===== src/pin_mux_pkg.sv =====
// shared constants and types for the index/home pin multiplexer
package pin_mux_pkg;
    typedef enum logic [1:0] {
        FN_NONE = 2'b00,
        FN_DECODER = 2'b01,
        FN_SPI = 2'b10,
        FN_GPIO = 2'b11
    } pin_fn_type;

    typedef struct packed {
        logic index_pin_alt_select;
        logic home_pin_alt_select;
    } pin_select_type;

    typedef struct packed {
        logic gpio_enable;
        logic gpio_dir_out;
        logic gpio_data;
    } gpio_ctl_type;

    typedef struct packed {
        logic master_mode;
        logic clk_idle_high;
        logic clk_phase;
        logic sclk;
        logic slave_out_bit;
        logic master_out_bit;
        logic transfer_start;
    } spi_ctl_type;

    localparam int PULLUP_REG_WIDTH = 16;
    localparam int INDEX_PULLUP_BIT = 2;
    localparam int HOME_PULLUP_BIT = 3;
    localparam logic PIN_IDLE = 1'h1;
    localparam logic PULLUP_RESET = 1'h1;
    localparam logic SELECT_IDLE_N = 1'h1;
    localparam logic BIT_RESET = 1'h0;
    localparam logic SCLK_RESET = 1'h0;
    localparam logic DRIVE_OFF = 1'h0;
endpackage


===== src/index_home_pin_mux.sv =====
// index/home pin multiplexer for two port c pins
`timescale 1ns/1ns
`default_nettype none
module index_home_pin_mux
    import pin_mux_pkg::*;
#(
    parameter bit HAS_DECODER = 1'b1,
    parameter int PULLUP_W = PULLUP_REG_WIDTH
)
(
    input wire logic clk_i,
    input wire logic reset_n_i,
    input wire logic clk_en_i,
    input wire logic index_pad_i,
    input wire logic home_pad_i,
    input wire pin_select_type system_pin_select_reg_i,
    input wire logic [PULLUP_W-1:0] port_c_pullup_reg_i,
    input wire gpio_ctl_type port_c_line_two_ctl_i,
    input wire gpio_ctl_type port_c_line_three_ctl_i,
    input wire spi_ctl_type spi_ctl_i,
    output logic index_pad_o,
    output logic index_pad_oe_o,
    output logic home_pad_o,
    output logic home_pad_oe_o,
    output logic index_pullup_en_o,
    output logic home_pullup_en_o,
    output logic decoder_index_in_o,
    output logic decoder_home_in_o,
    output logic timer_b_channel_two_o,
    output logic timer_b_channel_three_o,
    output logic spi_one_master_in_o,
    output logic spi_one_slave_select_n_o,
    output logic spi_one_master_out_o,
    output logic spi_mode_fault_o,
    output logic port_c_line_two_o,
    output logic port_c_line_three_o,
    output pin_fn_type index_fn_o,
    output pin_fn_type home_fn_o
);
    // gpio wins over the alternate bit; otherwise the decoder keeps the pin once it is configured
    function automatic pin_fn_type select_fn(
        input logic gpio_en,
        input logic alt,
        input logic configured
    );
        pin_fn_type fn;
        if (gpio_en) begin
            fn = FN_GPIO;
        end else if (alt) begin
            fn = FN_SPI;
        end else if (configured) begin
            fn = FN_DECODER;
        end else begin
            fn = FN_NONE;
        end
        return fn;
    endfunction

    localparam pin_fn_type HOME_RESET_FN = HAS_DECODER ? FN_DECODER : FN_NONE;
    localparam logic HOME_CONF_RESET = HAS_DECODER ? 1'h1 : 1'h0;
    localparam logic CONFIGURED = 1'h1;

    logic home_configured;
    pin_fn_type next_index_fn;
    pin_fn_type next_home_fn;
    wire logic home_touched;
    wire logic next_home_configured;
    wire logic master;
    wire logic ss_n_now;
    wire logic miso_drive;
    wire logic miso_bit;
    wire logic mosi_bit;
    wire logic next_index_pad;
    wire logic next_index_oe;
    wire logic next_home_pad;
    wire logic next_home_oe;
    wire logic next_decoder_index;
    wire logic next_decoder_home;
    wire logic next_line_two;
    wire logic next_line_three;
    wire logic next_master_in;
    wire logic next_fault;

    assign master = spi_ctl_i.master_mode;
    // reduced variant: home pin stays unassigned until software picks one
    assign home_touched = port_c_line_three_ctl_i.gpio_enable
        | system_pin_select_reg_i.home_pin_alt_select;
    assign next_home_configured = home_configured | home_touched;
    assign next_index_fn = select_fn(port_c_line_two_ctl_i.gpio_enable,
        system_pin_select_reg_i.index_pin_alt_select, CONFIGURED);
    assign next_home_fn = select_fn(port_c_line_three_ctl_i.gpio_enable,
        system_pin_select_reg_i.home_pin_alt_select,
        next_home_configured);

    // slave select comes from the home pin only in its spi function
    assign ss_n_now = (home_fn_o == FN_SPI) ? home_pad_i : SELECT_IDLE_N;
    // slave drives miso only while selected, master never
    assign miso_drive = ~master & ~ss_n_now;
    // master in is read from the pad only as master
    assign next_master_in = (index_fn_o == FN_SPI) & master
        ? index_pad_i : PIN_IDLE;
    // master sees a low select as another master on the bus
    assign next_fault = master & (home_fn_o == FN_SPI) & ~home_pad_i;

    bit_launcher u_miso_launch (
        .clk_i(clk_i),
        .reset_n_i(reset_n_i),
        .clk_en_i(clk_en_i),
        .sclk_i(spi_ctl_i.sclk),
        .clk_idle_high_i(spi_ctl_i.clk_idle_high),
        .clk_phase_i(spi_ctl_i.clk_phase),
        .load_i(ss_n_now),
        .bit_i(spi_ctl_i.slave_out_bit),
        .bit_o(miso_bit)
    );

    bit_launcher u_mosi_launch (
        .clk_i(clk_i),
        .reset_n_i(reset_n_i),
        .clk_en_i(clk_en_i),
        .sclk_i(spi_ctl_i.sclk),
        .clk_idle_high_i(spi_ctl_i.clk_idle_high),
        .clk_phase_i(spi_ctl_i.clk_phase),
        .load_i(spi_ctl_i.transfer_start),
        .bit_i(spi_ctl_i.master_out_bit),
        .bit_o(mosi_bit)
    );

    pin_cell u_index_cell (
        .fn_i(index_fn_o),
        .gpio_i(port_c_line_two_ctl_i),
        .spi_drive_i(miso_drive),
        .spi_bit_i(miso_bit),
        .pad_i(index_pad_i),
        .pad_out_o(next_index_pad),
        .pad_oe_o(next_index_oe),
        .decoder_view_o(next_decoder_index),
        .gpio_view_o(next_line_two)
    );

    // slave select is input only, so the home pin never drives in spi
    pin_cell u_home_cell (
        .fn_i(home_fn_o),
        .gpio_i(port_c_line_three_ctl_i),
        .spi_drive_i(DRIVE_OFF),
        .spi_bit_i(BIT_RESET),
        .pad_i(home_pad_i),
        .pad_out_o(next_home_pad),
        .pad_oe_o(next_home_oe),
        .decoder_view_o(next_decoder_home),
        .gpio_view_o(next_line_three)
    );

    always_ff @(posedge clk_i) begin
        if (!reset_n_i) begin
            index_fn_o <= FN_DECODER;
            home_fn_o <= HOME_RESET_FN;
            home_configured <= HOME_CONF_RESET;
        end else if (clk_en_i) begin
            index_fn_o <= next_index_fn;
            home_fn_o <= next_home_fn;
            home_configured <= next_home_configured;
        end
    end

    always_ff @(posedge clk_i) begin
        if (!reset_n_i) begin
            index_pad_o <= BIT_RESET;
            index_pad_oe_o <= DRIVE_OFF;
            home_pad_o <= BIT_RESET;
            home_pad_oe_o <= DRIVE_OFF;
        end else if (clk_en_i) begin
            index_pad_o <= next_index_pad;
            index_pad_oe_o <= next_index_oe;
            home_pad_o <= next_home_pad;
            home_pad_oe_o <= next_home_oe;
        end
    end

    always_ff @(posedge clk_i) begin
        if (!reset_n_i) begin
            index_pullup_en_o <= PULLUP_RESET;
            home_pullup_en_o <= PULLUP_RESET;
        end else if (clk_en_i) begin
            index_pullup_en_o <= port_c_pullup_reg_i[INDEX_PULLUP_BIT];
            home_pullup_en_o <= port_c_pullup_reg_i[HOME_PULLUP_BIT];
        end
    end

    always_ff @(posedge clk_i) begin
        if (!reset_n_i) begin
            decoder_index_in_o <= PIN_IDLE;
            decoder_home_in_o <= PIN_IDLE;
            timer_b_channel_two_o <= PIN_IDLE;
            timer_b_channel_three_o <= PIN_IDLE;
            port_c_line_two_o <= PIN_IDLE;
            port_c_line_three_o <= PIN_IDLE;
        end else if (clk_en_i) begin
            decoder_index_in_o <= next_decoder_index;
            decoder_home_in_o <= next_decoder_home;
            timer_b_channel_two_o <= next_decoder_index;
            timer_b_channel_three_o <= next_decoder_home;
            port_c_line_two_o <= next_line_two;
            port_c_line_three_o <= next_line_three;
        end
    end

    always_ff @(posedge clk_i) begin
        if (!reset_n_i) begin
            spi_one_master_in_o <= PIN_IDLE;
            spi_one_slave_select_n_o <= SELECT_IDLE_N;
            spi_one_master_out_o <= BIT_RESET;
            spi_mode_fault_o <= DRIVE_OFF;
        end else if (clk_en_i) begin
            spi_one_master_in_o <= next_master_in;
            spi_one_slave_select_n_o <= ss_n_now;
            spi_one_master_out_o <= mosi_bit;
            spi_mode_fault_o <= next_fault;
        end
    end
endmodule
`default_nettype wire


===== src/bit_launcher.sv =====
// serial bit launcher: changes its bit only on the launch edge of sclk or while load is high
`timescale 1ns/1ns
`default_nettype none
module bit_launcher
    import pin_mux_pkg::*;
(
    input wire logic clk_i,
    input wire logic reset_n_i,
    input wire logic clk_en_i,
    input wire logic sclk_i,
    input wire logic clk_idle_high_i,
    input wire logic clk_phase_i,
    input wire logic load_i,
    input wire logic bit_i,
    output logic bit_o
);
    logic sclk_prev;
    wire logic sclk_rise;
    wire logic sclk_fall;
    wire logic sample_on_rise;
    wire logic launch_edge;
    wire logic sample_edge;

    assign sclk_rise = sclk_i & ~sclk_prev;
    assign sclk_fall = ~sclk_i & sclk_prev;
    assign sample_on_rise = ~(clk_idle_high_i ^ clk_phase_i);
    // launch half a period ahead of the sampling edge
    assign launch_edge = sample_on_rise ? sclk_fall : sclk_rise;
    assign sample_edge = sample_on_rise ? sclk_rise : sclk_fall;

    always_ff @(posedge clk_i) begin
        if (!reset_n_i) begin
            // track the pin in reset so an idle-high clock gives no false edge
            sclk_prev <= sclk_i;
            bit_o <= BIT_RESET;
        end else if (clk_en_i) begin
            sclk_prev <= sclk_i;
            if (launch_edge || load_i) begin
                bit_o <= bit_i;
            end
        end
    end
endmodule
`default_nettype wire


===== src/pin_cell.sv =====
// pad driver selection for one multiplexed pin
`timescale 1ns/1ns
`default_nettype none
module pin_cell
    import pin_mux_pkg::*;
(
    input wire pin_fn_type fn_i,
    input wire gpio_ctl_type gpio_i,
    input wire logic spi_drive_i,
    input wire logic spi_bit_i,
    input wire logic pad_i,
    output logic pad_out_o,
    output logic pad_oe_o,
    output logic decoder_view_o,
    output logic gpio_view_o
);
    wire logic is_gpio;
    wire logic is_spi;

    assign is_gpio = (fn_i == FN_GPIO);
    assign is_spi = (fn_i == FN_SPI);
    // gpio direction is per pin
    assign pad_oe_o = is_gpio ? gpio_i.gpio_dir_out : (is_spi & spi_drive_i);
    assign pad_out_o = is_gpio ? gpio_i.gpio_data : spi_bit_i;
    // the decoder input rests at the idle level unless selected; the gpio view always follows the pad
    assign decoder_view_o = (fn_i == FN_DECODER) ? pad_i : PIN_IDLE;
    assign gpio_view_o = pad_i;
endmodule
`default_nettype wire


===== config.mk =====
export PLATFORM = sky130hd
export DESIGN_NAME = index_home_pin_mux
export DESIGN_NICKNAME = d
export VERILOG_FILES = /design/src/pin_mux_pkg.sv /design/src/index_home_pin_mux.sv /design/src/bit_launcher.sv /design/src/pin_cell.sv
export SDC_FILE = /design/constraint.sdc
export NUM_CORES = 1
export LEC_CHECK = 0
export BUFFER_PORTS_ARGS = -buffer_cell sky130_fd_sc_hd__buf_2
export CAP_MARGIN = 40
export CORE_ASPECT_RATIO = 1.25
export CORE_MARGIN = 4
export CORE_UTILIZATION = 45
export DETAILED_ROUTE_END_ITERATION = 8
export PLACE_DENSITY_LB_ADDON = 0.25
export SLEW_MARGIN = 20
export SYNTH_ARGS = -nofsm -noshare
export SYNTH_HDL_FRONTEND = slang
export SYNTH_SLANG_ARGS = --single-unit

===== constraint.sdc =====
create_clock -name clk_i -period 2.58 [get_ports clk_i]
set_input_delay 0.645 -clock clk_i [delete_from_list [all_inputs] [get_ports clk_i]]
set_output_delay 0.645 -clock clk_i [all_outputs]
set_load 0.05 [all_outputs]

# Yosys cells after proc, flatten, opt, wreduce, memory -nomap -nowiden
# Cells that the tools add are included.
[totals]
regBits = 22
input_bits = 36
output_inout_bits = 20
elab_cells = 62
[op_classes]
eq_ne = 7
n_mux = 16
bitwise = 15
reduce_logical = 4
[op_table]
columns = ["cell", "count"]
rows = [
  ["1-bit two-way mux", 12],
  ["2-bit equality test, second input constant", 4],
  ["2-bit two-way mux", 4],
  ["1-bit AND", 7],
  ["1-bit inverter", 5],
  ["2-bit by 1-bit equality test with 1-bit output, second input constant", 2],
  ["2-bit AND reduction", 2],
  ["1-bit logical OR", 2],
  ["2-bit by 1-bit inequality test with 1-bit output, second input constant", 1],
  ["1-bit OR", 2],
  ["1-bit XOR", 1],
]

# Depth between registers and ports, before layout
# Gate-level depths: netlist of the first run.
[depth]
word_depth = 6
depth_mapped = 4
ltp_nobuf = 4

# Modules after synthesis
# From an unflattened synthesis of the first run, not the netlist that was laid out.
[unflattened]
cells_unflattened = 112
area_unflattened_um2 = 1109.8
[by_module_without_submodules]
columns = ["module", "n_inst", "cells_each", "area_per_inst_um2", "seq_area_each_um2"]
rows = [
  ["index_home_pin_mux", 1, 76, 777.0, 380.4],
  ["bit_launcher", 2, 11, 113.9, 50.0],
  ["pin_cell", 2, 7, 52.6, 0.0],
]

# Least setup slack after synthesis of the first run
# Ideal clock, no wire load.
[synth_timing]
path_type = "register -> register"
start = "register home_fn_o[1]"
end = "register index_pad_oe_o"
setup_ns = 0.079
t_arrival_ns = 1.611
t_required_ns = 2.501
path_slack_ns = 0.889
stages_incl_launch_ff = 5
path_buffers = 0
synth_period_minus_slack_ns = 1.691
path_cell_list = "dfxtp_1 or3b_4 nor4b_2 a31oi_1 a211oi_2"
[synth_via]
elab_chain_cells = 6
[synth_lines]
columns = ["element", "line_no", "source"]
rows = [
  ["start, declared", "index_home_pin_mux.sv:38", "output pin_fn_type home_fn_o"],
  ["start signal, assigned", "index_home_pin_mux.sv:161", "home_fn_o <= next_home_fn;"],
  ["2-bit equality test", "--", ""],
  ["1-bit two-way mux", "index_home_pin_mux.sv:96", "assign ss_n_now = (home_fn_o == FN_SPI) ? home_pad_i : SELECT_IDLE_N;"],
  ["1-bit inverter", "index_home_pin_mux.sv:98", "assign miso_drive = ~master & ~ss_n_now;"],
  ["1-bit AND", "index_home_pin_mux.sv:98", ""],
  ["1-bit AND", "pin_cell.sv:23", "assign pad_oe_o = is_gpio ? gpio_i.gpio_dir_out : (is_spi & spi_drive_i);"],
  ["1-bit two-way mux", "pin_cell.sv:23", ""],
  ["end signal, assigned", "index_home_pin_mux.sv:174", "index_pad_oe_o <= next_index_oe;"],
  ["end, declared", "index_home_pin_mux.sv:22", "output logic index_pad_oe_o,"],
]
# No other way between the ends.
# A chain may end at the register's enable or synchronous reset.

# Worst setup path after layout of the first run
[layout_timing]
start = "register index_fn_o[0]"
end = "output index_fn_o[0]"
[layout_lines]
columns = ["element", "line_no", "source"]
rows = [
  ["start, declared", "index_home_pin_mux.sv:37", "output pin_fn_type index_fn_o,"],
  ["start signal, assigned", "index_home_pin_mux.sv:160", "index_fn_o <= next_index_fn;"],
]
# No word-level cell between the ends.

==> impl_results.md, run 1 <==
- Status: completed
- Top cells by count, synth: dfxtp_1, nand2_1, o21ai_0
- Total number of vias: 815
- Max_cap viols: 0
- Fin. max-slew vios: 0
- Post-CTS Setup Bufs: 0
- Vias per std cell: 5.19
- DP Worst Slack: 821 ps
- Cell count after placement: 153
- Vias in the first global route: 754
- Final period util: 0.664
- CTS H-Tree Depth: 1
- DRC viols: 0
- R2R setup slack: 1130 ps
- Post-Syn Nets: 135
- CP max FO: 8
- Most common cell in the netlist: dfxtp_1
- WL final: 1.98 mm
- Register-to-Register Path Depth: 4
- Async set-reset flop share out of synthesis: 0
- Arr. time, crit path: 1070 ps
- Area occupied by multi-input gates: 427 um^2
- CP max stage cell: dfxtp_1
- CP cell instances: buf_2
- CP max stage delay: 470 ps
- ANT cells: 0
- Relative slew slack: 0.636
- Gpl congestion: 0.776
- CTS buffer count: 3
- Area share of the largest cell type after synthesis: 0.448
- Final Hold Fails: 0
- CTS resizes: 0
- Top FF cell, synth: dfxtp_1
- Die Wd: 48.8 um
- Synthesized flop and latch total: 22
- Fin Setup TNS: 0 ps
- WP data required: 1930 ps
- Die Y: 59.1 um
- Share of post-route cells with drive strength above 1: 0.350
- Yosys cell types: 30
- Seq/Total Area, Yosys: 0.480
- Clock transition at the registers of the reported paths: 120 ps
- Hold Crit Depth: 1
- Hold Path Sink: home_configured$_SDFFE_PN1P_
- Setup Skew: 9.35 ps
- Cell Count, Final, Fillers Out: 157
- Root buffer cell: clkbuf_4
- Initial antenna violation count: 0
- CP Capture Type: output port
- TritonCTS clock tree: done
- Family with the most delay on the worst path: flip-flops
- Global route total overflow: 0
- Synth-to-Final Area Change: 21.6%
- Pwr Density: 574 nW/um^2
- Setup Crit Path Kind: flop to output port
- Sequential cell area: 450 um^2
- Largest area contributor in the netlist: dfxtp_1
- Core area: 1980 um^2
- Largest net degree at the start of global routing: 34
- Cts hold-fix bufs: 0
- Biggest regs: home_fn_o: 2 flops, index_fn_o: 2 flops
- Static leakage: 0.000507 uW
- # port buffers: 41
- FF-to-FF End: index_pad_oe_o$_SDFFE_PN0P_
- Syn_area_per_cell: 9.48 um^2
- Yosys warns: 0
- Fin util: 0.576
- Total global-route track usage: 0.143
- Die Area: 2880 um^2
- Top achievable clock speed: 0.584 GHz
- WP buf/inv: 1
- Ports: 56
- Net count, final: 174
- Hold WC Path Type: flop to flop
- Reg-to-reg critical path startpoint: home_fn_o[1]$_SDFFE_PN0P_
- Synthesized instance count: 99
- Fillers: 206
- VDD IR max: 0.000404 V
- Worst-margin pin slew: 546 ps
- Total power: 655 uW
- RSZ-0062 raised after global routing: no
- First-pass GRT wire length: 3.31 mm
- Setup crit start: index_fn_o[0]$_SDFFE_PN1P_
- Hpwl dp: 1.48 mm
- 1st-pass router iterations: 4
- Synthesized area: 938 um^2
- Clk_lat worst skew: 300 ps
- Drt wl/cell: 12.6 um
- Initial Util: 0.473
- # setup viols final: 0
- Tmin final: 1710 ps
- Final worst slack: 867 ps
- Clock buffer depth: 2
- Hold path start: home_configured$_SDFFE_PN1P_
- Synth area leaders: dfxtp_1, mux2i_1, nand2_1, o21ai_0, nand2b_1
- Number of synthesized flops with an enable pin: 1
- Row count: 18
- CP startpoint kind: flop
- DR iter-0 viols: 3
- Detail Route Antenna Nets: 0
- # clock sinks: 22
==> final cells by class <==
cell class | count | area share
flip-flops and latches | 22 | 0.395
well taps | 20 | 0.0219
repair buffers | 41 | 0.180
clock buffers | 4 | 0.0230
inverters | 2 | 0.00658
multi-input cells | 68 | 0.374
==> power breakdown <==
group	internal, uW	leakage [uW]	switching, uW
Clock	60.1	0.0000150	93.9
Sequential	358	0.000183	12.3
Combinational	41.9	0.000309	88.2
==> logic make-up (layout without fill, tap and decap cells) <==
group | count (synthesis) | in the layout | synth area share
multiplexers | 8 | 8 | 0.0853
buffers and inverters | 9 | 47 | 0.0653
XOR/XNOR | 1 | 1 | 0.00934
AO/OA/AOI/OAI | 18 | 18 | 0.111
flip-flops | 22 | 22 | 0.480
AND/OR/NAND/NOR | 41 | 41 | 0.249
==> cell usage in the layout, fill, tap and decap left out, types with 2 or more instances in the layout <==
cell and count:
dfxtp_1 21, inv_1 2, nor2b_1 2, buf_2 41, mux2i_1 8, nor2_1 7, clkbuf_4 3, o21ai_0 9
nand4_1 2, a21oi_1 4, nand2_1 13, nand2b_1 6, nand3_1 2, nand3b_1 2
==> worst max path at each step <==
stage          cells past startpoint  slack, ps                          end
5_1_grt                            1        790                index_fn_o[0]
2_1_floorplan                      4        890  index_pad_oe_o$_SDFFE_PN0P_
6_report                           1        870                index_fn_o[0]
3_5_place_dp                       5        820  index_pad_oe_o$_SDFFE_PN0P_
4_1_cts                            1        850                index_fn_o[0]
3_3_place_gp                       5        830  index_pad_oe_o$_SDFFE_PN0P_
==> layer usage <==
| metal | GRT usage | up-vias | share of wire | wire length, um |
|---|---|---|---|---|
| li1 | - | 418 | - | - |
| met1 | 0.179 | 369 | 0.43 | 853 |
| met2 | 0.231 | 26 | 0.47 | 934 |
| met3 | 0.0428 | 2 | 0.088 | 175 |
| met4 | 0.0577 | 0 | 0.0096 | 19 |
| met5 | 0 | - | 0 | 0 |
==> per-stage QoR <==
stage / hold slack, ps / area (um^2)
after floorplan: 407 / 938
after global placement: 420 / 1110
after detailed placement: 428 / 1110
after CTS: 461 / 1140
after global routing: 478 / 1140
final: 457 / 1140
(Power assumes the default switching activity.)
==> run 2, diff against run 1 <==
--- a/config.mk
+++ b/config.mk
@@ -5,11 +5,12 @@
 export SDC_FILE = /design/constraint.sdc
 export NUM_CORES = 1
 export LEC_CHECK = 0
+export ABC_AREA = 1
 export BUFFER_PORTS_ARGS = -buffer_cell sky130_fd_sc_hd__buf_2
 export CAP_MARGIN = 40
 export CORE_ASPECT_RATIO = 1.25
 export CORE_MARGIN = 4
-export CORE_UTILIZATION = 45
+export CORE_UTILIZATION = 36
 export DETAILED_ROUTE_END_ITERATION = 8
 export PLACE_DENSITY_LB_ADDON = 0.25
 export SLEW_MARGIN = 20
==> constraint.sdc (replaced) <==
create_clock -name clk_i -period 1.4 [get_ports clk_i]
set_input_delay 0.35 -clock clk_i [delete_from_list [all_inputs] [get_ports clk_i]]
set_output_delay 0.35 -clock clk_i [all_outputs]
set_load 0.05 [all_outputs]
==> run 2 against run 1 <==
- hold slack worse by 240 ps
- via count rose by 2.6%
- largest cell class unchanged
- register-to-register slack worse by 820 ps
- final cell count up 15%
- sequential cell count unchanged
- clock power rose to 2.7 times the previous value
- combinational power grew 82%
- worst setup slack worse by 790 ps
- synthesized cell count grew 9.1%
- utilization decreased by 7.4 points
- largest power group unchanged
==> impl_results.md, run 2 <==
- WL final: 2.00 mm (+0.71%)
- VDD IR max: 0.000730 V (+81%)
- Clock group share of total power: 0.311 (+0.076)
- Synthesized area: 870 um^2 (-7.3%)
- Setup Skew: 12.9 ps (+3.52 ps)
- Hold WC Path Type: input port to flop
- Yosys warns: 0 (unchanged)
- WP buf/inv: 1 (unchanged)
- ANT cells: 0 (unchanged)
- Vias in the first global route: 834 (+11%)
- Drt wl/cell: 11.1 um (-12%)
- Cell internal pwr: 948 uW (+110%)
- Post-Syn Nets: 144 (+6.7%)
- WP data required: 1050 ps (-880 ps)
- NetSw: 381 uW (+96%)
- Synthesized flop and latch total: 22 (unchanged)
- Hold Path Sink: spi_one_master_in_o$_SDFFE_PN1P_
- Syn_area_per_cell: 8.05 um^2 (-15%)
- Static leakage: 0.000553 uW (+9.1%)
- Tmin final: 1330 ps
- # port buffers: 41 (unchanged)
- Largest net degree at the start of global routing: 14 (-59%)
- Cts hold-fix bufs: 0 (unchanged)
- Share of post-route cells with drive strength above 1: 0.336 (-0.0148)
- First-pass GRT wire length: 3.38 mm (+2.1%)
- DRC viols: 0 (unchanged)
- Hold path start: spi_ctl_i[6]
- Detail Route Antenna Nets: 0 (unchanged)
- Root buffer cell: clkbuf_4
- CP max FO: 5 (-3)
- Fin area: 1130 um^2 (-0.77%)
- Hpwl dp: 1.61 mm (+8.8%)
- Vias per std cell: 4.64 (-11%)
- Fillers: 246 (+19%)
- Reg power frac: 0.511 (-0.055)
- Yosys cell types: 19 (-37%)
- Switching Fraction: 0.287 (-0.0103)
- CP cell instances: buf_4
- Status: completed
- CP Capture Type: output port
- Hold Crit Depth: 2 (+1)
- FF-to-FF End: u_miso_launch.bit_o$_SDFFE_PN0P_
- Worst-margin pin slew: 243 ps (-303 ps)
- Pwr Density: 1170 nW/um^2 (+100%)
- Die Wd: 52.0 um (+6.4%)
- Die Y: 63.0 um (+6.6%)
- Top cells by count, synth: dfxtp_1, nor2_1, inv_1
- Net count, final: 186 (+6.9%)
- Clock buffer depth: 2 (unchanged)
- Synthesized instance count: 108 (+9.1%)
- RSZ-0062 raised after global routing: no
- Final Hold Fails: 0 (unchanged)
- Comb pwr share: 0.178 (-0.021)
- # setup viols final: 0 (unchanged)
- Family with the most delay on the worst path: flip-flops
- DP Area: 1080 um^2 (-3.1%)
- Relative slew slack: 0.837 (+0.201)
- CP max stage delay: 430 ps (-40 ps)
- R2R setup slack: 310 ps (-820 ps)
- CTS H-Tree Depth: 1 (unchanged)
- Post-CTS Setup Bufs: 0 (unchanged)
- Global route total overflow: 0 (unchanged)
- DR iter-0 viols: 39 (+36)
- Clk_lat worst skew: 310 ps (about the same)
- Final period util: 0.949
- Initial Util: 0.385 (-0.0884)
- Die Area: 3270 um^2 (+13%)
- Max_cap viols: 0 (unchanged)
- TritonCTS clock tree: done
- Number of synthesized flops with an enable pin: 1 (unchanged)
- Fin. max-slew vios: 0 (unchanged)
- Top achievable clock speed: 0.753 GHz
- CP max stage cell: dfxtp_1
- CP startpoint kind: flop
- Area share of the largest cell type after synthesis: 0.483 (+0.0355)
- Most common cell after layout, fill and taps aside: buf_2
- Total power: 1330 uW (+100%)
- Register-to-Register Path Depth: 4 (unchanged)
- Fin Setup TNS: 0 ps (unchanged)
- Setup Crit Path Kind: flop to output port
- CTS buffer count: 3 (unchanged)
- Most frequent cells in the layout: buf_2, dfxtp_1, nor2_1
- Top FF cell, synth: dfxtp_1
- Total number of vias: 836 (+2.6%)
- Synth-to-Final Area Change: 30.2%
- Reg-to-reg critical path startpoint: home_fn_o[0]$_SDFFE_PN1P_
- Biggest regs: home_fn_o: 2 flops, index_fn_o: 2 flops
- Row count: 19 (+1)
- Largest area contributor in the netlist: dfxtp_1
- Arr. time, crit path: 980 ps (-90 ps)
- WHS: 220 ps (-238 ps)
- Synth area leaders: dfxtp_1, nor2_1, inv_1, nand2_1, nand3_1
- Ports: 56 (unchanged)
- Async set-reset flop share out of synthesis: 0 (unchanged)
- Seq/Total Area, Yosys: 0.518 (+0.0380)
- Fin util: 0.501 (-0.0744)
- # clock sinks: 22 (unchanged)
- Gpl congestion: 0.723 (-6.8%)
- Initial antenna violation count: 0 (unchanged)
- 1st-pass router iterations: 4 (unchanged)
- Clock transition at the registers of the reported paths: 130 ps (about the same)
- Most common cell in the netlist: dfxtp_1
- Total global-route track usage: 0.132 (-0.0109)
- Core area: 2260 um^2 (+14%)
[run 2: cell count changes after synthesis, sizes merged, moves of 4 or more]
cell / previous run / this run
inv: 2 / 18
nor2: 7 / 18
mux2i: 8 / 0
nand2b: 6 / 0
nand3: 2 / 8
a31oi: 1 / 5
[run 2: area by class of cell]
| cell class | count | area, um^2 | area share |
|---|---|---|---|
| multi-input combinational | 64 | 318 | 0.281 |
| inverter | 18 | 67.6 | 0.0597 |
| sequential | 22 | 450 | 0.398 |
| tap | 31 | 38.8 | 0.0343 |
| timing repair buffer | 41 | 210 | 0.186 |
| clock buffer | 4 | 47.5 | 0.0420 |
[run 2: cell families after synthesis]
group                  count (synthesis)  synth area share
flip-flops                            22             0.518
AND/OR/NAND/NOR                       41             0.204
AO/OA/AOI/OAI                         23             0.161
buffers and inverters                 22             0.117
[run 2: routing by layer]
| layer | share of wire | routed length, um | global-route usage | up-vias |
|---|---|---|---|---|
| li1 | - | - | - | 428 |
| met1 | 0.43 | 852 | 0.153 | 374 |
| met2 | 0.49 | 976 | 0.228 | 30 |
| met3 | 0.069 | 137 | 0.0239 | 4 |
| met4 | 0.015 | 29 | 0.0590 | 0 |
| met5 | 0 | 0 | 0 | - |
[run 2: stage by stage]
stage	cells	setup WS [ps]
after floorplan	108	61.2
after CTS	180	41.4
final	180	71.8
after detailed placement	176	114
after global routing	180	4.51
after global placement	176	150
[run 2: how the worst max path moves through the flow]
stage                                           from  slack, ps  cells past startpoint                                     to
after floorplan            home_fn_o[1]$_SDFFE_PN0P_         60                      5       u_miso_launch.bit_o$_SDFFE_PN0P_
after global placement                      clk_en_i        150                      5  spi_one_slave_select_n_o$_SDFFE_PN1P_
after detailed placement                    clk_en_i        110                      5  spi_one_slave_select_n_o$_SDFFE_PN1P_
after CTS                 index_fn_o[0]$_SDFFE_PN1P_         40                      1                          index_fn_o[0]
after global routing      index_fn_o[0]$_SDFFE_PN1P_          5                      1                          index_fn_o[0]
final                      home_fn_o[0]$_SDFFE_PN1P_         70                      1                           home_fn_o[0]
[run 2: what timing repair did]
action | 4_1_cts | 5_1_grt
setup endpoints to repair | 1 | 1
gates cloned | 0 | 0
resized for setup | 1 | 1
[run 2: power groups by stage]
stage          logic (uW)  registers, uW  clock network [uW]
2_1_floorplan        88.3            775                   0
3_3_place_gp          233            692                   0
3_5_place_dp          238            694                   0
4_1_cts               239            680                 417
5_1_grt               261            684                 447
6_report              237            679                 413
